<file path="src/front_panel_pkg.sv">
`default_nettype none
package front_panel_pkg;
    // Clock rate and the human-scale times derived from it.
    localparam int unsigned CLK_HZ = 125_000_000;
    localparam int unsigned HOLD_MS = 3000;
    localparam int unsigned HOLD_CYC = HOLD_MS * (CLK_HZ / 1000);
    localparam int unsigned HALF_MS = 500;
    localparam int unsigned HALF_CYC = HALF_MS * (CLK_HZ / 1000);
    localparam int unsigned GAP_MS = 2000;
    localparam int unsigned GAP_TICKS = GAP_MS / HALF_MS;
    localparam int unsigned DEB_MS = 10;
    localparam int unsigned DEB_CYC = DEB_MS * (CLK_HZ / 1000);
    // Flash counts for each fault.
    localparam logic [2:0] CODE_ID_EMPTY = 3'h2;
    localparam logic [2:0] CODE_ID_CORRUPT = 3'h3;
    localparam logic [2:0] CODE_ID_TEXT = 3'h4;
    localparam logic [2:0] CODE_ID_MISSING = 3'h5;
    // Register byte offsets.
    localparam logic [4:0] OFS_CTRL = 5'h00;
    localparam logic [4:0] OFS_STATUS = 5'h04;
    localparam logic [4:0] OFS_MASK = 5'h08;
    localparam logic [4:0] OFS_STATE = 5'h0c;
    // Status and mask bit positions.
    localparam int unsigned ST_TOGGLE = 0;
    localparam int unsigned ST_ERASE = 1;
    localparam int unsigned ST_FW = 2;
    localparam int unsigned ST_APP = 3;
    localparam int unsigned ST_FAULT = 4;
    localparam int unsigned ST_W = 5;
    // Control bit 0 locks out the panel buttons.
    localparam int unsigned CTRL_LOCK = 0;
    localparam logic [0:0] CTRL_RST = 1'h0;
    localparam logic [4:0] MASK_RST = 5'h00;
    // Lamp colours as {red, green, blue}.
    localparam logic [2:0] LAMP_GREEN = 3'h2;
    localparam logic [2:0] LAMP_RED = 3'h4;
    localparam logic [2:0] LAMP_WHITE = 3'h7;
    // AXI response codes.
    localparam logic [1:0] RESP_OKAY = 2'h0;
    localparam logic [1:0] RESP_SLVERR = 2'h2;
    // Phases of the flash sequencer.
    typedef enum logic [1:0] {FL_IDLE, FL_ON, FL_OFF, FL_GAP} flash_e;
    // Status inputs from the rest of the controller.
    typedef struct packed {
        logic bootDone;
        logic powerGood;
        logic selfTestPass;
        logic ioForcing;
        logic doIoMode;
        logic loadActive;
        logic loadFail;
        logic [2:0] loadFailCount;
        logic idEmpty;
        logic idCorrupt;
        logic idTextBad;
        logic idMissing;
        logic rtcError;
        logic ioCfgError;
        logic ladderError;
        logic netIdError;
        logic netDupError;
        logic netNoResp;
        logic firmwarePresent;
        logic defaultProgramFile;
    } panel_in_s;
    // Lamp drives.
    typedef struct packed {
        logic powerLamp;
        logic healthLamp;
        logic runLamp;
        logic [2:0] moduleStateLamp;
        logic [2:0] networkStateLamp;
    } lamps_s;
endpackage
`default_nettype wire

</file>
<file path="src/front_panel_status_indicator.sv">
`default_nettype none
module front_panel_status_indicator #(
    parameter int unsigned HOLD_CYC = front_panel_pkg::HOLD_CYC,
    parameter int unsigned HALF_CYC = front_panel_pkg::HALF_CYC,
    parameter int unsigned DEB_CYC = front_panel_pkg::DEB_CYC
) (
    input wire logic clk,
    input wire logic rst_n,
    input wire logic loadButton,
    input wire logic runStopButton,
    input wire front_panel_pkg::panel_in_s panelIn,
    output var front_panel_pkg::lamps_s lamps,
    output var logic runMode,
    output var logic eraseAll,
    output var logic firmwareLoad,
    output var logic appLoad,
    output var logic irq,
    input wire logic [4:0] s_axi_awaddr,
    input wire logic s_axi_awvalid,
    output var logic s_axi_awready,
    input wire logic [31:0] s_axi_wdata,
    input wire logic [3:0] s_axi_wstrb,
    input wire logic s_axi_wvalid,
    output var logic s_axi_wready,
    output var logic [1:0] s_axi_bresp,
    output var logic s_axi_bvalid,
    input wire logic s_axi_bready,
    input wire logic [4:0] s_axi_araddr,
    input wire logic s_axi_arvalid,
    output var logic s_axi_arready,
    output var logic [31:0] s_axi_rdata,
    output var logic [1:0] s_axi_rresp,
    output var logic s_axi_rvalid,
    input wire logic s_axi_rready
);
    // Whole state of the block; button index 1 is load, index 0 is run/stop.
    typedef struct packed {
        logic [1:0] sync1;
        logic [1:0] sync2;
        logic [1:0] btn;
        logic [1:0][31:0] debCnt;
        logic [1:0] combo;
        logic [31:0] holdCnt;
        logic fired;
        logic runMode;
        logic eraseAll;
        logic fwLoad;
        logic appLoad;
        logic [31:0] tickCnt;
        logic blink;
        front_panel_pkg::flash_e fl;
        logic [2:0] flashLeft;
        logic [2:0] gapLeft;
        logic [2:0] flashCode;
        front_panel_pkg::lamps_s lamps;
        logic awHeld;
        logic wHeld;
        logic [4:0] awAddr;
        logic [31:0] wData;
        logic [3:0] wStrb;
        logic bvalid;
        logic [1:0] bresp;
        logic rvalid;
        logic [1:0] rresp;
        logic [31:0] rdata;
        logic [0:0] ctrl;
        logic [4:0] status;
        logic [4:0] mask;
    } state_s;

    state_s st; // Registered state.
    state_s next_st; // Next state.
    logic tick; // Half-second strobe.
    logic [2:0] diagCode; // Flash count wanted now, zero for none.
    logic [1:0] pressed; // Debounced buttons while the panel is live.

    // Half-second strobe drives both the 1 Hz blink and the fault flashes.
    assign tick = st.tickCnt == 32'(HALF_CYC - 1);

    // A load failure shows its own count; otherwise the lowest fault code wins.
    always_comb begin
        if (panelIn.loadFail) begin
            diagCode = panelIn.loadFailCount;
        end else if (panelIn.idEmpty) begin
            diagCode = front_panel_pkg::CODE_ID_EMPTY;
        end else if (panelIn.idCorrupt) begin
            diagCode = front_panel_pkg::CODE_ID_CORRUPT;
        end else if (panelIn.idTextBad) begin
            diagCode = front_panel_pkg::CODE_ID_TEXT;
        end else if (panelIn.idMissing) begin
            diagCode = front_panel_pkg::CODE_ID_MISSING;
        end else begin
            diagCode = 3'h0;
        end
    end

    // Buttons count only after boot and while software has not locked them.
    assign pressed = (panelIn.bootDone && !st.ctrl[front_panel_pkg::CTRL_LOCK]) ? st.btn : 2'h0;

    // Ready outputs follow the holding flags and the response-valid flags directly.
    assign s_axi_awready = !st.awHeld && !st.bvalid;
    assign s_axi_wready = !st.wHeld && !st.bvalid;
    assign s_axi_arready = !st.rvalid;

    // Next-state logic for the whole block.
    always_comb begin
        logic [4:0] ev;
        logic [4:0] clr;
        logic [31:0] rd;
        ev = 5'h0;
        clr = 5'h0;
        rd = 32'h0;
        next_st = st;
        // Two-stage synchroniser for the button pins.
        next_st.sync1 = {loadButton, runStopButton};
        next_st.sync2 = st.sync1;
        // A button level is accepted once it has been steady for the debounce time.
        for (int i = 0; i < 2; i++) begin
            if (st.sync2[i] == st.btn[i]) begin
                next_st.debCnt[i] = 32'h0;
            end else if (st.debCnt[i] == 32'(DEB_CYC - 1)) begin
                next_st.btn[i] = st.sync2[i];
                next_st.debCnt[i] = 32'h0;
            end else begin
                next_st.debCnt[i] = st.debCnt[i] + 32'h1;
            end
        end
        // Action pulses last one cycle.
        next_st.eraseAll = 1'b0;
        next_st.fwLoad = 1'b0;
        next_st.appLoad = 1'b0;
        // Hold timer: any change of the button pair restarts it, one action per hold.
        next_st.combo = pressed;
        if (pressed != st.combo || pressed == 2'h0) begin
            next_st.holdCnt = 32'h0;
            next_st.fired = 1'b0;
        end else if (!st.fired) begin
            if (st.holdCnt == 32'(HOLD_CYC - 1)) begin
                next_st.fired = 1'b1;
                if (pressed == 2'h3) begin
                    next_st.eraseAll = 1'b1;
                    ev[front_panel_pkg::ST_ERASE] = 1'b1;
                end else if (pressed == 2'h1) begin
                    next_st.runMode = !st.runMode;
                    ev[front_panel_pkg::ST_TOGGLE] = 1'b1;
                end else if (panelIn.firmwarePresent) begin
                    next_st.fwLoad = 1'b1;
                    ev[front_panel_pkg::ST_FW] = 1'b1;
                end else if (panelIn.defaultProgramFile) begin
                    next_st.appLoad = 1'b1;
                    ev[front_panel_pkg::ST_APP] = 1'b1;
                end
            end else begin
                next_st.holdCnt = st.holdCnt + 32'h1;
            end
        end
        // Half-second base: the blink flips each tick, giving 1 Hz.
        next_st.tickCnt = tick ? 32'h0 : st.tickCnt + 32'h1;
        if (tick) begin
            next_st.blink = !st.blink;
        end
        // A new fault is reported once when it appears.
        next_st.flashCode = diagCode;
        ev[front_panel_pkg::ST_FAULT] = diagCode != 3'h0 && st.flashCode == 3'h0;
        // Flash sequencer: equal on and off halves, then the dark gap.
        unique case (st.fl)
            front_panel_pkg::FL_IDLE: begin
                if (tick && diagCode != 3'h0) begin
                    next_st.fl = front_panel_pkg::FL_ON;
                    next_st.flashLeft = diagCode;
                end
            end
            front_panel_pkg::FL_ON: begin
                if (tick) begin
                    next_st.fl = front_panel_pkg::FL_OFF;
                end
            end
            front_panel_pkg::FL_OFF: begin
                if (tick && st.flashLeft > 3'h1) begin
                    next_st.fl = front_panel_pkg::FL_ON;
                    next_st.flashLeft = st.flashLeft - 3'h1;
                end else if (tick) begin
                    next_st.fl = front_panel_pkg::FL_GAP;
                    next_st.gapLeft = 3'(front_panel_pkg::GAP_TICKS);
                end
            end
            front_panel_pkg::FL_GAP: begin
                if (tick && st.gapLeft > 3'h1) begin
                    next_st.gapLeft = st.gapLeft - 3'h1;
                end else if (tick) begin
                    next_st.fl = front_panel_pkg::FL_ON;
                    next_st.flashLeft = diagCode;
                end
            end
        endcase
        // A cleared fault stops the pattern at once.
        if (diagCode == 3'h0) begin
            next_st.fl = front_panel_pkg::FL_IDLE;
        end
        // Health and run lamps: failure, or a fault while not loading, flashes both together; loading alternates.
        next_st.lamps.powerLamp = panelIn.powerGood;
        if (panelIn.loadFail || (!panelIn.loadActive && diagCode != 3'h0)) begin
            next_st.lamps.healthLamp = st.fl == front_panel_pkg::FL_ON;
            next_st.lamps.runLamp = st.fl == front_panel_pkg::FL_ON;
        end else if (panelIn.loadActive) begin
            next_st.lamps.healthLamp = st.blink;
            next_st.lamps.runLamp = !st.blink;
        end else begin
            next_st.lamps.healthLamp = panelIn.selfTestPass && (!panelIn.ioForcing || st.blink);
            next_st.lamps.runLamp = panelIn.doIoMode ? st.blink : st.runMode;
        end
        // Module lamp: clock or configuration errors outrank ladder errors.
        if (panelIn.rtcError || panelIn.ioCfgError) begin
            next_st.lamps.moduleStateLamp = front_panel_pkg::LAMP_RED;
        end else if (panelIn.ladderError) begin
            next_st.lamps.moduleStateLamp = front_panel_pkg::LAMP_WHITE;
        end else begin
            next_st.lamps.moduleStateLamp = front_panel_pkg::LAMP_GREEN;
        end
        // Network lamp: any network error turns it red.
        if (panelIn.netIdError || panelIn.netDupError || panelIn.netNoResp) begin
            next_st.lamps.networkStateLamp = front_panel_pkg::LAMP_RED;
        end else begin
            next_st.lamps.networkStateLamp = front_panel_pkg::LAMP_GREEN;
        end
        // Write channels are captured in either order; the write happens once both are held.
        if (s_axi_awvalid && s_axi_awready) begin
            next_st.awHeld = 1'b1;
            next_st.awAddr = s_axi_awaddr;
        end
        if (s_axi_wvalid && s_axi_wready) begin
            next_st.wHeld = 1'b1;
            next_st.wData = s_axi_wdata;
            next_st.wStrb = s_axi_wstrb;
        end
        if (st.awHeld && st.wHeld) begin
            next_st.awHeld = 1'b0;
            next_st.wHeld = 1'b0;
            next_st.bvalid = 1'b1;
            next_st.bresp = front_panel_pkg::RESP_OKAY;
            case (st.awAddr)
                front_panel_pkg::OFS_CTRL: begin
                    if (st.wStrb[0]) begin
                        next_st.ctrl = st.wData[0:0];
                    end
                end
                front_panel_pkg::OFS_MASK: begin
                    if (st.wStrb[0]) begin
                        next_st.mask = st.wData[4:0];
                    end
                end
                front_panel_pkg::OFS_STATUS, front_panel_pkg::OFS_STATE: begin
                    // Read-only registers ignore writes.
                end
                default: begin
                    next_st.bresp = front_panel_pkg::RESP_SLVERR;
                end
            endcase
        end else if (st.bvalid && s_axi_bready) begin
            next_st.bvalid = 1'b0;
        end
        // Reads answer one cycle after the address; reading status clears it.
        if (s_axi_arvalid && s_axi_arready) begin
            next_st.rvalid = 1'b1;
            next_st.rresp = front_panel_pkg::RESP_OKAY;
            case (s_axi_araddr)
                front_panel_pkg::OFS_CTRL: rd = 32'(st.ctrl);
                front_panel_pkg::OFS_STATUS: begin
                    rd = 32'(st.status);
                    clr = 5'h1f;
                end
                front_panel_pkg::OFS_MASK: rd = 32'(st.mask);
                front_panel_pkg::OFS_STATE: rd = 32'({st.flashCode, st.fl, st.runMode});
                default: next_st.rresp = front_panel_pkg::RESP_SLVERR;
            endcase
            next_st.rdata = rd;
        end else if (st.rvalid && s_axi_rready) begin
            next_st.rvalid = 1'b0;
        end
        // An event in the clearing cycle survives the clear.
        next_st.status = (st.status & ~clr) | ev;
    end

    // Single state register with synchronous reset.
    always_ff @(posedge clk) begin
        if (!rst_n) begin
            st <= '0;
            st.ctrl <= front_panel_pkg::CTRL_RST;
            st.mask <= front_panel_pkg::MASK_RST;
        end else begin
            st <= next_st;
        end
    end

    // Outputs come straight from the state register.
    assign lamps = st.lamps;
    assign runMode = st.runMode;
    assign eraseAll = st.eraseAll;
    assign firmwareLoad = st.fwLoad;
    assign appLoad = st.appLoad;
    assign irq = |(st.status & st.mask);
    assign s_axi_bvalid = st.bvalid;
    assign s_axi_bresp = st.bresp;
    assign s_axi_rvalid = st.rvalid;
    assign s_axi_rdata = st.rdata;
    assign s_axi_rresp = st.rresp;
endmodule
`default_nettype wire

</file>
<file path="config.mk">
export PLATFORM = sky130hd
export DESIGN_NAME = front_panel_status_indicator
export DESIGN_NICKNAME = d
export VERILOG_FILES = /design/src/front_panel_pkg.sv /design/src/front_panel_status_indicator.sv
export SDC_FILE = /design/constraint.sdc
export NUM_CORES = 1
export LEC_CHECK = 0
export ABC_AREA = 1
export BUFFER_PORTS_ARGS = -buffer_cell sky130_fd_sc_hd__buf_4
export CORE_UTILIZATION = 55
export CTS_BUF_LIST = sky130_fd_sc_hd__clkbuf_4 sky130_fd_sc_hd__clkbuf_8
export DETAILED_ROUTE_END_ITERATION = 12
export GPL_ROUTABILITY_DRIVEN = 0
export PLACE_DENSITY_LB_ADDON = 0.08
export SLEW_MARGIN = 20
export SYNTH_ARGS = -nofsm -noshare
export SYNTH_HDL_FRONTEND = slang
export SYNTH_SLANG_ARGS = --single-unit
</file>
<file path="constraint.sdc">
create_clock -name clk -period 2.6 [get_ports clk]
set_input_delay 0.65 -clock clk [delete_from_list [all_inputs] [get_ports clk]]
set_output_delay 0.65 -clock clk [all_outputs]
set_load 0.1 [all_outputs]
</file>
==> results of run 1 <==
-- flip-flops by register name, indices dropped and copies added, names as in the netlist, 2 cells and up --
signal / cells
lamps: 8
next_st: 2
s_axi_rdata: 6
st: 171
-- cell type report --
class	instances	area share (%)
Timing Repair Buffer	79	5.10
Sequential cell	195	33.6
Inverter	205	6.65
Clock inverter	9	1.11
Tap cell	260	2.80
Multi-Input combinational cell	1157	48.4
Clock buffer	21	2.43
-- cell usage after synthesis (5+ instances only) --
master,n
sky130_fd_sc_hd__inv_2,5
sky130_fd_sc_hd__nor2_1,202
sky130_fd_sc_hd__o21ai_0,44
sky130_fd_sc_hd__nand3_1,69
sky130_fd_sc_hd__ha_1,13
sky130_fd_sc_hd__nand3b_1,5
sky130_fd_sc_hd__or2_2,20
sky130_fd_sc_hd__nand3_2,7
sky130_fd_sc_hd__nor2_2,9
sky130_fd_sc_hd__nor3_1,67
sky130_fd_sc_hd__a21oi_1,118
sky130_fd_sc_hd__dfxtp_1,195
sky130_fd_sc_hd__buf_4,49
sky130_fd_sc_hd__nand2_1,407
sky130_fd_sc_hd__buf_2,8
sky130_fd_sc_hd__nor4_1,16
sky130_fd_sc_hd__nand4_1,46
sky130_fd_sc_hd__inv_1,199
sky130_fd_sc_hd__nand2_2,6
sky130_fd_sc_hd__xnor2_1,11
sky130_fd_sc_hd__nor3_2,9
sky130_fd_sc_hd__nor2_4,9
sky130_fd_sc_hd__clkbuf_1,10
sky130_fd_sc_hd__nor3b_1,5
sky130_fd_sc_hd__xor2_1,42
-- final timing paths --
path                      startpoint                    to  slack, ns  cells after the start
min                       panelIn[3]   lamps[1]$_SDFF_PN0_       0.33                      2
min reg2reg  next_st[251]$_SDFF_PN0_    st[251]$_SDFF_PN0_       0.43                      2
max reg2reg     st[150]$_SDFFE_PP0P_  st[177]$_SDFFE_PP0P_       0.38                     10
max             st[150]$_SDFFE_PP0P_  st[177]$_SDFFE_PP0P_       0.38                     10
-- through the flow --
| stage | utilization (%) | setup WS, ns |
|---|---|---|
| final | 61.6 | 0.378 |
| after global routing | 61.6 | 0.180 |
| after CTS | 61.6 | 0.393 |
| after detailed placement | 59.4 | 0.375 |
| after global placement | 59.4 | 0.428 |
| after floorplan | - | 0.209 |
-- power groups by stage --
| stage | clock (µW) | sequential [µW] | combinational (µW) |
|---|---|---|---|
| 2_1_floorplan | 0 | 3200 | 798 |
| 3_3_place_gp | 0 | 3200 | 932 |
| 3_5_place_dp | 0 | 3200 | 949 |
| 4_1_cts | 2120 | 3130 | 952 |
| 5_1_grt | 2240 | 3150 | 1060 |
| 6_report | 2070 | 3130 | 949 |
-- kinds of logic after synthesis --
family	synth area share, %
AO/OA/AOI/OAI	8.11
XOR/XNOR	4.35
adder cells (fa/ha/maj)	1.52
buffers and inverters	11.8
flip-flops	36.6
other	0.0351
AND/OR/NAND/NOR	37.6
-- per-layer routing --
metal	part of all wire, %	global-route usage, %	wire (µm)	vias to the layer above
li1	-	-	-	5136
met1	48	33.0	11700	4484
met2	46	42.2	11300	221
met3	4.4	3.81	1080	39
met4	1.9	8.30	467	0
met5	0	0	0	-
==> results.md, run 1 <==
- Floorplan row count: 50
- Number of endpoints failing setup at the final stage: 0
- Die X: 141 µm
- Maximum buffer depth of the clock tree: 2
- WL final: 24500 µm
- CTS Hold Buffers Added: 0
- CTS buffer count: 17
- Total count of max-transition violations in the final report: 0
- Worst EP required: 2.92 ns
- Combinational power share: 15.4%
- Average detailed-routed wire length per instance: 12.7 µm
- Placement Cell Area: 11200 µm²
- Time the final worst path needs with I/O delays and setup: 2.22 ns
- Count of buffer and inverter cells on the critical path: 1
- Vias: 9880
- Core Box Area: 18900 µm²
- CTS tree: done
- Count of unique library cells instantiated by Yosys: 43
- Cell Count Post-Placement: 1896
- Most frequent cells in the layout: 407 x sky130_fd_sc_hd__nand2_1, 200 x sky130_fd_sc_hd__nor2_1, 198 x sky130_fd_sc_hd__inv_1
- Top cell family by delay on the critical path: simple AND/OR/NAND/NOR gates
- Sequence of cells on the critical path: ha_1 > nand2_2 > nor2_4 > nand3_2 > nor2_2 > nand3_2 > nand2_4 > inv_2 > nand2_1 > a21oi_1
- Dominant cells by area after synthesis: sky130_fd_sc_hd__dfxtp_1 37%, sky130_fd_sc_hd__nand2_1 14%, sky130_fd_sc_hd__nor2_1 7.1%, sky130_fd_sc_hd__inv_1 7.0%, sky130_fd_sc_hd__a21oi_1 5.5%
- Resized Gates After CTS: 0
- Number of detailed-routing iterations run before antenna repair: 5
- Proportion of power drawn by the clock network: 33.7%
- Die span in y: 141 µm
- Crit path max fanout: 32
- Clk sink count: 195
- Net Sw Frac: 29.2%
- Post-synth EDFFs: 0
- Share of the clock period used by the worst path: 85.5%
- Netlist area before placement: 10700 µm²
- Global-route usage over all layers: 25.1%
- Headroom to the max-slew limit: 37.4%
- First-pass GRT wire length: 40700 µm
- Max Clock Freq: 0.450 GHz
- Via density: 5.13
- Final Net Count: 1745
- Finished layout cell area: 11600 µm²
- Final worst clock skew: 0.0113 ns
- Post-synthesis async set-or-reset flop share: 0%
- Post-CTS Setup Inserts: 0
- Hold violation total from the final report: 0
- Area occupied by multi-input gates: 5630 µm²
- Residual DRC: 0
- I/O Buffers: 72
- ANT nets after route: 0
- Class of the most critical hold timing path: in -> reg
- Slowest CP cell: sky130_fd_sc_hd__dfxtp_1
- Total negative slack: 0 ns
- Area grow syn2layout: 8.96%
- RSZ-0062 raised after global routing: false
- GRT Residual Overflow: 0
- Initial core utilization: 56.5%
- Flip-flop and latch count after synthesis: 195
- Filler cells: 1877
- Die outline area: 20000 µm²
- DRT iter0 DRCs: 587
- Number of antenna violations at the first check in global routing: 0
- Max_cap viols: 0
- Fraction of post-synthesis cell area in the top cell type by area: 36.6%
- Cell seen most often among critical-path stages: sky130_fd_sc_hd__nand3_2
- Run status: finished, final reports clean
- Antenna fix cells: 0
- Arrival @ worst endpoint: 2.54 ns
- Psw: 1800 µW
- Average cell area after synthesis: 6.67 µm²
- Clock transition at path regs: 0.09 ns
- Critical Path Sink Type: register
- Post-route total power: 6150 µW
- Seq/Total Area, Yosys: 36.6%
- Non-filler instance count after layout: 1926
- Top_reg_cell synth: sky130_fd_sc_hd__dfxtp_1
- Setup crit start kind: register
- IR Drop Worst-Case VDD: 0.332 mV
- Sum of net half-perimeters after detailed placement: 18700 µm
- Register share of total power: 50.9%
- Int Pwr: 4350 µW
- Maximum number of pins on one net before global-route repair: 33
- Critical Setup Path Class: reg -> reg
- Commonest non-fill, non-tap cell in the layout: sky130_fd_sc_hd__nand2_1
- Peak per-stage delay on the critical path: 0.45 ns
- Cell type with the largest total area after synthesis: sky130_fd_sc_hd__dfxtp_1
- Worst hold slack: 0.331 ns
- Count of synthesis-stage warnings from yosys: 0
- Number of global-route vias before repair: 8890
- Share of post-route cells with drive strength above 1: 10.8%
- Root buffer selected by CTS: sky130_fd_sc_hd__clkbuf_8
- Transition at the pin with the smallest max-transition slack: 0.937 ns
- Power density over the cells: 529 nW/µm²
- LEAKAGE: 0.00428 µW
- Io pins: 132
- Area taken by flip-flops and latches: 3910 µm²
- CTS H-tree depth: 4
- Synth Instances: 1601
- Latest clock arrival within the worst-skew pair: 0.48 ns
Note: power is estimated with default switching activity, not from simulation.
==> run 2, diff against run 1 <==
==> constraint.sdc (replaced) <==
create_clock -name clk -period 2.3 [get_ports clk]
set_input_delay 0.575 -clock clk [delete_from_list [all_inputs] [get_ports clk]]
set_output_delay 0.575 -clock clk [all_outputs]
set_load 0.05 [all_outputs]
==> run 2 against run 1 <==
Against the previous run: count of clock-buffer cells in the layout increased by 1; combinational power decreased by 5.1%; via count decreased by 0.76%; sequential power is 13% higher; wire length is 0.96% higher; clock power rose by 12%; final cell count rose by 0.52%; sequential cell count did not move; critical path depth is 5 lower; sequential share of layout area fell by 0.23 points; setup slack worse by 0.13 ns; critical path type is now reg -> out.
==> results.md, run 2 (same netlist as run 1, synthesis figures left out) <==
- Headroom to the max-slew limit: 35.2% (was 37.4%)
- CTS Hold Buffers Added: 0 (unchanged)
- CTS buffer count: 17 (unchanged)
- Run status: finished, final reports clean (unchanged)
- Worst hold slack: 0.262 ns (was 0.331 ns)
- Setup crit start kind: register (unchanged)
- Worst hold path endpoint: lamps[1]$_SDFF_PN0_ (unchanged)
- Area grow syn2layout: 9.69% (was 8.96%)
- Number of antenna violations at the first check in global routing: 0 (unchanged)
- Max FFs per register: 171 (unchanged)
- Commonest non-fill, non-tap cell in the layout: sky130_fd_sc_hd__nand2_1 (unchanged)
- Global-route usage over all layers: 25.7% (was 25.1%)
- Final Net Count: 1753 (was 1745)
- IR Drop Worst-Case VDD: 0.375 mV (was 0.332 mV)
- CTS H-tree depth: 4 (unchanged)
- Antenna fix cells: 0 (unchanged)
- Class of the most critical hold timing path: in -> reg (unchanged)
- Hold depth: 2 (unchanged)
- Hold violation total from the final report: 0 (unchanged)
- Average detailed-routed wire length per instance: 12.8 µm (was 12.7 µm)
- Time the final worst path needs with I/O delays and setup: 2.05 ns
- Io pins: 132 (unchanged)
- Post-route total power: 6760 µW (was 6150 µW)
- Sum of net half-perimeters after detailed placement: 19100 µm (was 18700 µm)
- CTS tree: done (unchanged)
- Die span in y: 141 µm (unchanged)
- Critical Path Sink Type: primary output (was register)
- Share of the clock period used by the worst path: 89.2%
- WL final: 24800 µm (was 24500 µm)
- Root buffer selected by CTS: sky130_fd_sc_hd__clkbuf_8 (unchanged)
- Share of post-route cells with drive strength above 1: 11.1% (was 10.8%)
- ANT nets after route: 0 (unchanged)
- Crit path max fanout: 3 (was 32)
- Total count of max-transition violations in the final report: 0 (unchanged)
- Cell Count Post-Placement: 1904 (was 1896)
- Max_cap viols: 0 (unchanged)
- Initial core utilization: 56.5% (unchanged)
- Most frequent cells in the layout: 407 x sky130_fd_sc_hd__nand2_1, 202 x sky130_fd_sc_hd__nor2_1, 199 x sky130_fd_sc_hd__inv_1 (was 407 x sky130_fd_sc_hd__nand2_1, 200 x sky130_fd_sc_hd__nor2_1, 198 x sky130_fd_sc_hd__inv_1)
- Transition at the pin with the smallest max-transition slack: 0.972 ns (was 0.937 ns)
- Number of global-route vias before repair: 8722 (was 8890)
- Post-CTS Setup Inserts: 0 (unchanged)
- Clock transition at path regs: 0.09 ns (about the same)
- Worst EP required: 1.73 ns (was 2.92 ns)
- Die outline area: 20000 µm² (unchanged)
- Register-to-Register Setup Slack: 0.29 ns (was 0.38 ns)
- Max Clock Freq: 0.487 GHz
- Resized Gates After CTS: 0 (unchanged)
- Worst min-delay path startpoint: panelIn[4] (was panelIn[3])
- DRT iter0 DRCs: 666 (was 587)
- Power density over the cells: 577 nW/µm² (was 529 nW/µm²)
- I/O Buffers: 72 (unchanged)
- Arrival @ worst endpoint: 1.48 ns (was 2.54 ns)
- Via density: 5.06 (was 5.13)
- Die X: 141 µm (unchanged)
- Floorplan row count: 50 (unchanged)
- Maximum number of pins on one net before global-route repair: 33 (unchanged)
- Capture instance of the worst register-to-register path: st[246]$_SDFF_PP0_ (was st[177]$_SDFFE_PP0P_)
- Vias: 9805 (was 9880)
- Number of detailed-routing iterations run before antenna repair: 5 (unchanged)
- Most flop-heavy register: st (unchanged)
- Non-filler instance count after layout: 1936 (was 1926)
- RSZ-0062 raised after global routing: false (unchanged)
- LEAKAGE: 0.00434 µW (was 0.00428 µW)
- Critical Setup Path Class: reg -> out (was reg -> reg)
- Clk sink count: 195 (unchanged)
- Final worst clock skew: 0.0165 ns (was 0.0113 ns)
- Worst reg2reg startpoint: st[216]$_SDFF_PP0_ (was st[150]$_SDFFE_PP0P_)
- Residual DRC: 0 (unchanged)
- GRT Residual Overflow: 0 (unchanged)
- First-pass GRT wire length: 41200 µm (was 40700 µm)
- Total negative slack: 0 ns (unchanged)
- Latest clock arrival within the worst-skew pair: 0.48 ns (about the same)
- Core Box Area: 18900 µm² (unchanged)
- Maximum buffer depth of the clock tree: 2 (unchanged)
- R2R depth: 9 (was 10)
- Number of endpoints failing setup at the final stage: 0 (unchanged)
run 2: changes by cell type in the layout (fill, tap and decap cells not counted), sizes merged:
cell      before  now
bufinv         3    2
clkinv         4    6
clkbuf        21   22
inv          204  206
clkinvlp       3    1
buf           79   87
run 2: worst max-delay path, stage by stage (launching register included):
cell	delay (ns)
sky130_fd_sc_hd__dfxtp_1	0.35
sky130_fd_sc_hd__nand2_1	0.06
sky130_fd_sc_hd__nand2_1	0.04
sky130_fd_sc_hd__a221oi_1	0.20
sky130_fd_sc_hd__nand2_1	0.14
sky130_fd_sc_hd__buf_4	0.21
run 2: power breakdown:
part           switching, µW  total (µW)  internal, µW
combinational            601         901           300
sequential              66.8        3540          3470
clock                   1230        2320          1090
total                   1900        6760          4860
run 2: area by class of cell:
cell class | count | area (µm²)
clock buffer | 22 | 290
clock inverter | 10 | 124
fill | 1829 | 7180
inverter | 205 | 769
multi-input combinational | 1157 | 5620
sequential | 195 | 3900
tap | 260 | 325
timing repair buffer | 87 | 678
run 2: stage by stage:
step	instance area (µm²)	setup slack [ns]	util (%)
2_1_floorplan	10800	0.325	-
3_3_place_gp	11300	0.245	59.8
3_5_place_dp	11300	0.178	59.8
4_1_cts	11700	0.206	62.0
5_1_grt	11700	0.0354	62.0
6_report	11700	0.248	62.0
run 2: worst max-delay path by stage:
stage	start	to	slack [ns]	depth (start not counted)
2_1_floorplan	s_axi_bvalid$_SDFFE_PN0P_	st[49]$_SDFFE_PN0P_	0.33	5
3_3_place_gp	panelIn[21]	st[150]$_SDFFE_PP0P_	0.24	7
3_5_place_dp	panelIn[21]	st[171]$_SDFFE_PP0P_	0.18	7
4_1_cts	st[1]$_SDFFE_PN0P_	irq	0.21	5
5_1_grt	st[216]$_SDFF_PP0_	st[220]$_SDFF_PP0_	0.04	11
6_report	st[0]$_SDFFE_PN0P_	irq	0.25	5
run 2: routing by layer:
metal / up-vias / wire [µm] / global-route usage [%]
met5: - / 0 / 0
met4: 0 / 418 / 7.55
met3: 33 / 1140 / 4.56
met2: 209 / 11600 / 42.1
met1: 4406 / 11600 / 34.6
li1: 5157 / - / -
